<file path="config.mk">
export PLATFORM = sky130hd
export DESIGN_NAME = wts_top
export DESIGN_NICKNAME = d
export VERILOG_FILES = /design/src/wts_pkg.sv /design/src/wts_sync.sv /design/src/wts_top.sv /design/src/wts_unit_mux.sv
export SDC_FILE = /design/constraint.sdc
export NUM_CORES = 1
export LEC_CHECK = 0
export BUFFER_PORTS_ARGS = -buffer_cell sky130_fd_sc_hd__buf_2
export CORE_MARGIN = 2
export CORE_UTILIZATION = 49
export DETAILED_ROUTE_END_ITERATION = 8
export PLACE_DENSITY_LB_ADDON = 0.2
export SETUP_SLACK_MARGIN = 0.1
export SLEW_MARGIN = 5
export SYNTH_ARGS = -nofsm -noshare
export SYNTH_HDL_FRONTEND = slang
export SYNTH_SLANG_ARGS = --single-unit
</file>
<file path="constraint.sdc">
create_clock -name CLK -period 2.1 [get_ports CLK]
set_input_delay 0.105 -clock CLK [delete_from_list [all_inputs] [get_ports CLK]]
set_output_delay 0.105 -clock CLK [all_outputs]
set_load 0.01 [all_outputs]
</file>
<file path="src/wts_pkg.sv">
// package for the waveform timer source selection block
// Function
// - each waveform unit chooses its clocking timer
// - each unit keeps its own separate selection
// - pool holds three 8-bit auto-reload timers
// - any unit runs from any pool timer
// - one shared software-written selection register
// - unit four field bits 7-6 coding
// - code 00 picks timer a, reset zero
package wts_pkg;
  // ---------------------------------------------------------------
  // register map
  // ---------------------------------------------------------------
  localparam int         ADDR_W             = 4;
  localparam logic [3:0] WAVEFORM_TIMER_SELECT_OFFSET = 4'h0;
  localparam logic [7:0] WAVEFORM_TIMER_SELECT_RESET  = 8'h00;
  localparam logic [7:0] UNMAPPED_READ_VALUE          = 8'h00;

  // ---------------------------------------------------------------
  // field layout
  // ---------------------------------------------------------------
  localparam int NUM_UNITS  = 4;
  localparam int FIELD_W    = 2;
  localparam int TIMER_W    = 8;
  localparam int NUM_TIMERS = 3;
  localparam int CAPCOMP_ONE_TIMER_FIELD_LSB    = 0;
  localparam int CAPCOMP_TWO_TIMER_FIELD_LSB    = 2;
  localparam int PWM_UNIT_THREE_TIMER_FIELD_LSB = 4;
  localparam int PWM_UNIT_FOUR_TIMER_FIELD_LSB  = 6;

  // ---------------------------------------------------------------
  // timer codes
  // ---------------------------------------------------------------
  localparam logic [1:0] SEL_PERIOD_TIMER_A = 2'h0;
  localparam logic [1:0] SEL_PERIOD_TIMER_B = 2'h1;
  localparam logic [1:0] SEL_PERIOD_TIMER_C = 2'h2;
  localparam logic [1:0] SEL_RESERVED       = 2'h3;
endpackage

</file>
<file path="src/wts_sync.sv">
// two flip-flop reset release synchroniser
module wts_sync
  import wts_pkg::*;
(
  input  wire logic clk,
  input  wire logic rst_b,
  output logic      rst_sync_b
);
  logic stage1_q;
  logic stage2_q;

  always_ff @(posedge clk or negedge rst_b)
  begin
    if (!rst_b)
    begin
      stage1_q <= 1'b0;
      stage2_q <= 1'b0;
    end
    else
    begin
      stage1_q <= 1'b1;
      stage2_q <= stage1_q;
    end
  end

  assign rst_sync_b = stage2_q;
endmodule // wts_sync

</file>
<file path="src/wts_top.sv">
// waveform timer source selection register and routing
module wts_top
  import wts_pkg::*;
(
  input  wire logic                             CLK,
  input  wire logic                             RST_B,
  input  wire logic [ADDR_W-1:0]                ADDR,
  input  wire logic [7:0]                       WDATA,
  input  wire logic                             WR,
  input  wire logic                             RD,
  output logic      [7:0]                       RDATA,
  input  wire logic [TIMER_W-1:0]               PERIOD_TIMER_A,
  input  wire logic [TIMER_W-1:0]               PERIOD_TIMER_B,
  input  wire logic [TIMER_W-1:0]               PERIOD_TIMER_C,
  input  wire logic                             PERIOD_TIMER_A_MATCH,
  input  wire logic                             PERIOD_TIMER_B_MATCH,
  input  wire logic                             PERIOD_TIMER_C_MATCH,
  output logic      [NUM_UNITS*TIMER_W-1:0]     UNIT_TIMER,
  output logic      [NUM_UNITS-1:0]             UNIT_MATCH,
  output logic      [NUM_UNITS-1:0]             UNIT_VALID
);
  // ---------------------------------------------------------------
  // reset release
  // ---------------------------------------------------------------
  logic rst_sync_b;

  wts_sync u_sync
  (
    .clk        (CLK),
    .rst_b      (RST_B),
    .rst_sync_b (rst_sync_b)
  );

  // ---------------------------------------------------------------
  // register bus
  // ---------------------------------------------------------------
  logic [7:0] waveform_timer_select_q;
  logic [7:0] waveform_timer_select_d;
  logic [7:0] rdata_d;
  logic       hit;
  logic       wr_hit;

  assign hit    = (ADDR == WAVEFORM_TIMER_SELECT_OFFSET);
  assign wr_hit = WR && hit;
  assign waveform_timer_select_d = wr_hit ? WDATA : waveform_timer_select_q;
  assign rdata_d = (RD && hit) ? waveform_timer_select_q :
                   RD ? UNMAPPED_READ_VALUE : 8'h00;

  always_ff @(posedge CLK or negedge rst_sync_b)
  begin
    if (!rst_sync_b)
      waveform_timer_select_q <= WAVEFORM_TIMER_SELECT_RESET;
    else
      waveform_timer_select_q <= waveform_timer_select_d;
  end

  always_ff @(posedge CLK or negedge rst_sync_b)
  begin
    if (!rst_sync_b)
      RDATA <= 8'h00;
    else
      RDATA <= rdata_d;
  end

  // ---------------------------------------------------------------
  // field extraction
  // ---------------------------------------------------------------
  logic [FIELD_W-1:0] capcomp_one_timer_field;
  logic [FIELD_W-1:0] capcomp_two_timer_field;
  logic [FIELD_W-1:0] pwm_unit_three_timer_field;
  logic [FIELD_W-1:0] pwm_unit_four_timer_field;
  logic [FIELD_W-1:0] unit_sel [NUM_UNITS];

  assign capcomp_one_timer_field =
    waveform_timer_select_q[CAPCOMP_ONE_TIMER_FIELD_LSB +: FIELD_W];
  assign capcomp_two_timer_field =
    waveform_timer_select_q[CAPCOMP_TWO_TIMER_FIELD_LSB +: FIELD_W];
  assign pwm_unit_three_timer_field =
    waveform_timer_select_q[PWM_UNIT_THREE_TIMER_FIELD_LSB +: FIELD_W];
  assign pwm_unit_four_timer_field =
    waveform_timer_select_q[PWM_UNIT_FOUR_TIMER_FIELD_LSB +: FIELD_W];
  assign unit_sel[0] = capcomp_one_timer_field;
  assign unit_sel[1] = capcomp_two_timer_field;
  assign unit_sel[2] = pwm_unit_three_timer_field;
  assign unit_sel[3] = pwm_unit_four_timer_field;

  // ---------------------------------------------------------------
  // per-unit routing
  // ---------------------------------------------------------------
  genvar g;
  generate
    for (g = 0; g < NUM_UNITS; g++)
    begin : g_unit
      // one independent selector per unit, pool
      wts_unit_mux u_mux
      (
        .clk     (CLK),
        .rst_b   (rst_sync_b),
        .sel     (unit_sel[g]),
        .timer_a (PERIOD_TIMER_A),
        .timer_b (PERIOD_TIMER_B),
        .timer_c (PERIOD_TIMER_C),
        .match_a (PERIOD_TIMER_A_MATCH),
        .match_b (PERIOD_TIMER_B_MATCH),
        .match_c (PERIOD_TIMER_C_MATCH),
        .timer_q (UNIT_TIMER[g*TIMER_W +: TIMER_W]),
        .match_q (UNIT_MATCH[g]),
        .valid_q (UNIT_VALID[g])
      );
    end
  endgenerate
endmodule // wts_top

</file>
<file path="src/wts_unit_mux.sv">
// per-unit timer source selector with registered output
module wts_unit_mux
  import wts_pkg::*;
(
  input  wire logic               clk,
  input  wire logic               rst_b,
  input  wire logic [FIELD_W-1:0] sel,
  input  wire logic [TIMER_W-1:0] timer_a,
  input  wire logic [TIMER_W-1:0] timer_b,
  input  wire logic [TIMER_W-1:0] timer_c,
  input  wire logic               match_a,
  input  wire logic               match_b,
  input  wire logic               match_c,
  output logic      [TIMER_W-1:0] timer_q,
  output logic                    match_q,
  output logic                    valid_q
);
  // ---------------------------------------------------------------
  // selection
  // ---------------------------------------------------------------
  logic [TIMER_W-1:0] timer_d;
  logic               match_d;
  logic               valid_d;

  assign timer_d = (sel == SEL_PERIOD_TIMER_B) ? timer_b :
                   (sel == SEL_PERIOD_TIMER_C) ? timer_c :
                   (sel == SEL_PERIOD_TIMER_A) ? timer_a : '0;
  assign match_d = (sel == SEL_PERIOD_TIMER_B) ? match_b :
                   (sel == SEL_PERIOD_TIMER_C) ? match_c :
                   (sel == SEL_PERIOD_TIMER_A) ? match_a : 1'b0;
  assign valid_d = (sel != SEL_RESERVED);

  always_ff @(posedge clk or negedge rst_b)
  begin
    if (!rst_b)
    begin
      timer_q <= '0;
      match_q <= 1'b0;
      valid_q <= 1'b0;
    end
    else
    begin
      timer_q <= timer_d;
      match_q <= match_d;
      valid_q <= valid_d;
    end
  end
endmodule // wts_unit_mux
</file>
Word-level counts from Yosys, hierarchy flattened:

Index checks and enable logic that the tools add are counted.

* reductions and logical operators: 7
* multiplexer cells: 25
* equality and inequality tests: 12

Operators with widths (count)
* $mux 8: 13
* $mux 1: 12
* $eq 2x1->1 const B: 4
* $eq 2x2->1 const B: 4
* $logic_not 2->1: 4
* $ne 2x2->1 const B: 4
* $logic_not 4->1: 1
* $logic_and 1x1->1: 2

* bits of input ports: 43
* output and inout port bits: 48
* logic and storage cells: 60
* flip-flop bits (word level): 58

Depth between registers and ports, before layout:

* depth after elaboration: 4
* mapped depth: 4
* mapped depth without buffers: 3

Modules after synthesis:

Synthesis repeated with hierarchy kept, for this count alone.

* cells, all modules: 169
* area total of the unflattened synthesis: 2438.6 um2

Modules (own cells, without submodules)
* wts_unit_mux: area each 450.4 um2, seq. area each 250.2 um2, instances 4, cells each 33
* wts_top: area each 583.1 um2, seq. area each 400.4 um2, instances 1, cells each 34
* wts_sync: area each 53.8 um2, seq. area each 50.0 um2, instances 1, cells each 3

Least setup slack after synthesis:

No wires, ideal clock.

* path type: input-to-reg
* from: input ADDR[1]
* to: register waveform_timer_select_q[0]
* cell stages on the path: 3
* data arrival time: 0.921 ns
* path buffers: 0
* data required time: 1.975 ns
* slack: 1.055 ns
* setup time: 0.125 ns
* cells stage by stage: nor4_4 > nand2_4 > mux2_2

* cells in the longest elaborated chain, start to end: 2

RTL lines
* start: declaration: RTL line wts_top.sv:7 `input wire logic [ADDR_W-1:0] ADDR,`
* $logic_not 4->1: RTL line wts_top.sv:43 `assign hit = (ADDR == WAVEFORM_TIMER_SELECT_OFFSET);`
* $logic_and 1x1->1: RTL line wts_top.sv:44 `assign wr_hit = WR && hit;`
* end signal: assignment: RTL line wts_top.sv:54 `waveform_timer_select_q <= waveform_timer_select_d;`
* end: declaration: RTL line wts_top.sv:37 `logic [7:0] waveform_timer_select_q;`

No other way between the ends.
A chain may end at the register's enable or synchronous reset.

Final worst setup path:

* from: register waveform_timer_select_q[6]
* to: register g_unit[3].u_mux.timer_q[1]

* cells in the longest elaborated chain, start to end: 4
* elaborated cells between the ends (all ways): 6
* classes of those cells: eq/ne (2); mux (3); reduce/logical (1)

RTL lines
* $logic_not 2->1: RTL line wts_unit_mux.sv:27 `(sel == SEL_PERIOD_TIMER_A) ? timer_a : '0;`
* $mux 8: RTL line wts_unit_mux.sv:27
* $mux 8: RTL line wts_unit_mux.sv:26 `(sel == SEL_PERIOD_TIMER_C) ? timer_c :`
* $mux 8 *: RTL line wts_unit_mux.sv:25 `assign timer_d = (sel == SEL_PERIOD_TIMER_B) ? timer_b :`
* via g_unit[3].u_mux.timer_d[1]: RTL line wts_unit_mux.sv:21 `logic [TIMER_W-1:0] timer_d;`
* end signal: assignment: RTL line wts_unit_mux.sv:43 `timer_q <= timer_d;`
* end: declaration: RTL line wts_unit_mux.sv:14 `output logic [TIMER_W-1:0] timer_q,`

The timed path passes the listed nets; every way through them passes the cells marked *.

==> metrics.md <==
| Metric | Value |
|---|---|
| Ys flop type | dfrtp_1 |
| Multi-input gate area | 902.1 um^2 |
| Root buffer cell | clkbuf_8 |
| MaxCap Viol Count | 0 |
| Total chip power | between 3 and 4 mW |
| CP endpoint | g_unit[3].u_mux.timer_q[1]$_DFF_PN0_ |
| Slew margin rel. | a little under three fifths |
| Number of enable flip-flop cells after synthesis | 0 |
| WHS | 0.006393 ns |
| Min Tclk post-route | between 1 and 1.5 ns |
| Fin. Hold Viols | 0 |
| Largest net degree at the start of global routing | 31 |
| Num ports | 91 |
| PortBufs | 90 |
| Sequential area share after synthesis | about 59% |
| Synthesis warning total | 0 |
| Largest cells by area after synthesis | dfrtp_1, mux2i_1, o21ai_0 |
| RePlAce Congestion | 0.8107 |
| GRT Residual Overflow | 0 |
| Syn Area/Cell | 11.57 um^2 |
| CTS clk-pin slew, worst paths | roughly 0.070 ns |
| Status | complete, no violations |
| Max IR drop VDD | 0.5845 mV |
| WL final | 5.891 mm |
| Netlist cell types | 13 |
| Syn_nets | 256 |
| CTS Buf Count | 9 |
| FF-to-FF End | g_unit[3].u_mux.timer_q[1]$_DFF_PN0_ |
| Asr flop ratio synth | 100.0% |
| Wire per inst | around 16 um |
| Initial DRT Pass Iterations | 4 |
| Dpl hpwl | about 4 mm |
| Ant diodes | 0 |
| Layout Nets | 350 |
| Flop2flop setup slack | about 0.65 ns |
| Crit Path Max Fanout | 13 |
| Num rows | 25 |
| Worst Setup SP | waveform_timer_select_q[6]$_DFFE_PN0P_ |
| Layout cell share with drive strength beyond 1 | between 40% and 50% |
| Max Root-Sink Buffers | 2 |
| CTS Sinks | 58 |
| Starting Density | about half |
| Kind of critical path | flip-flop to flip-flop |
| Drt via density | 5.016 |
| Synth top area share | 58.91% |
| RSZ-0062 raised after global routing | false |
| Starting DRT DRC Count | about 130 |
| First-pass GRT wire length | between 9 and 10 mm |
| Least-Margin Pin Slew | 0.6658 ns |
| Crit Reg-Reg Startpoint | waveform_timer_select_q[6]$_DFFE_PN0P_ |
| Tcrit/Tclk final | about 70% |
| # setup viols final | 0 |
| CP Data Required Time | approximately 2.4 ns |
| Core Box Area | between 4000 and 5000 um^2 |
| Die Area | around 5600 um^2 |
| Initial antenna violation count | 0 |
| Commonest cells post-synth | dfrtp_1, nand2_1, mux2i_1, o21ai_0 |
| P_leak | 1.608 nW |
| Power Density | 1029 nW/um^2 |
| CTS tree | done |
| Via count | 1901 |
| Area growth syn-to-layout | 29.15% |
| GRT Overall Usage | between 20% and 30% |
| Final setup TNS | 0 ns |
| Layout fillers | 386 |
| Hold WC Path Type | input pin to flip-flop |
| Dominant cell type by area after synthesis | dfrtp_1 |
| Worst-Skew Late Latency | 0.34 ns |
| ANT nets after route | 0 |
| Htree depth | 3 |
| Fin Clk Skew | approximately 0.0083 ns |
| CP arrival | 1.70 ns |
| # DRC | 0 |
| Fin. max-slew vios | 0 |
| Cell with the most instances after synthesis | dfrtp_1 |
| Cell area after synthesis | about 2500 um^2 |
| Worst Reg2Reg Path Length in Cells | 3 |
| Crit. End Element | flip-flop |
| Number of global-route vias before repair | about 1800 |
| Die H | around 75 um |
| Post-Synthesis Cells | 213 |
| Die extent in x | between 70 and 80 um |
| CP Launch Type | flip-flop |
| Seq cells post-synth | 58 |
| Register area | 1453 um^2 |
| F_max | around 0.69 GHz |
-- final cells by class --
| class | count | area share (%) |
|---|---|---|
| clock buffer | 9 | 3.893 |
| multi-input combinational | 135 | 28.35 |
| timing repair buffer | 103 | 18.01 |
| sequential | 58 | 45.65 |
| clock inverter | 7 | 1.455 |
| tap | 67 | 2.635 |
-- through the flow --
step	cells	utilization, %	worst slack [ns]	instance area (um^2)
finish	379	66.48	0.6489	3182
global route	379	66.48	0.5481	3182
CTS	379	66.48	0.6510	3182
detailed placement	358	61.88	0.6924	2962
global placement	358	61.88	0.7683	2962
floorplan	213	-	0.3657	2464
-- layer usage --
metal	track usage (%)	wire length (um)	part of all wire (%)
met1	31.10	2645	45
met5	0	0	0
met2	35.09	2797	47
met4	9.524	88	1.5
met3	4.552	359	6.1
-- worst min path at each step --
| stage | start | end | slack [ns] | cells after the start |
|---|---|---|---|---|
| finish | WDATA[3] | waveform_timer_select_q[3]$_DFFE_PN0P_ | 0.006 | 2 |
| global route | WDATA[2] | waveform_timer_select_q[2]$_DFFE_PN0P_ | 0.02 | 2 |
| CTS | WDATA[3] | waveform_timer_select_q[3]$_DFFE_PN0P_ | 0.005 | 2 |
| detailed placement | RST_B | u_sync.stage1_q$_DFF_PN0_ | -0.11 | 1 |
| global placement | RST_B | u_sync.stage1_q$_DFF_PN0_ | -0.11 | 1 |
| floorplan | RST_B | u_sync.rst_sync_b$_DFF_PN0_ | -0.19 | 0 |
-- where the power goes --
part           switching (mW)  internal (mW)
clock network           0.464          0.422
logic                   0.470          0.405
registers               0.168           1.35
-- worst max-delay path, stage by stage (launching register included) --
cell     delay (ns)
dfrtp_1        0.55
nor2b_1        0.60
nand2_1        0.10
o21ai_0        0.11
-- sequential cells by signal, indices dropped and copies added, names as in the netlist --
name	flops
waveform_timer_select_q	8
RDATA	8
g_unit.u_mux.valid_q	4
u_sync.stage1_q	1
u_sync.rst_sync_b	1
g_unit.u_mux.match_q	4
g_unit.u_mux.timer_q	32
-- layout by cell type (no fill, tap or decap), types with 3 or more instances in the layout --
cell type	netlist	layout
nor2b_1	4	4
and3_2	8	8
buf_4	8	7
buf_2	4	90
clkinvlp_4	0	3
clkbuf_8	0	9
dlygate4sd3_1	0	5
mux2_2	8	8
nand2_1	40	40
o21ai_0	36	36
dfrtp_1	58	57
mux2i_1	36	36
clkinv_2	0	3
-- logic make-up after synthesis --
logic type / Yosys count / synth area share, %
AND/OR/NAND/NOR: 54 / 10.87
flip-flops: 58 / 58.91
other: 1 / 0.1522
buffers and inverters: 20 / 4.469
multiplexers: 44 / 18.28
AO/OA/AOI/OAI: 36 / 7.313
-- repair_timing --
| item | in CTS | in global routing |
|---|---|---|
| hold buffers | 5 | 0 |
| resized for setup | 0 | 0 |
| setup buffers | 0 | 0 |
| hold endpoints to repair | 6 | 0 |
(Power assumes the default switching activity.)
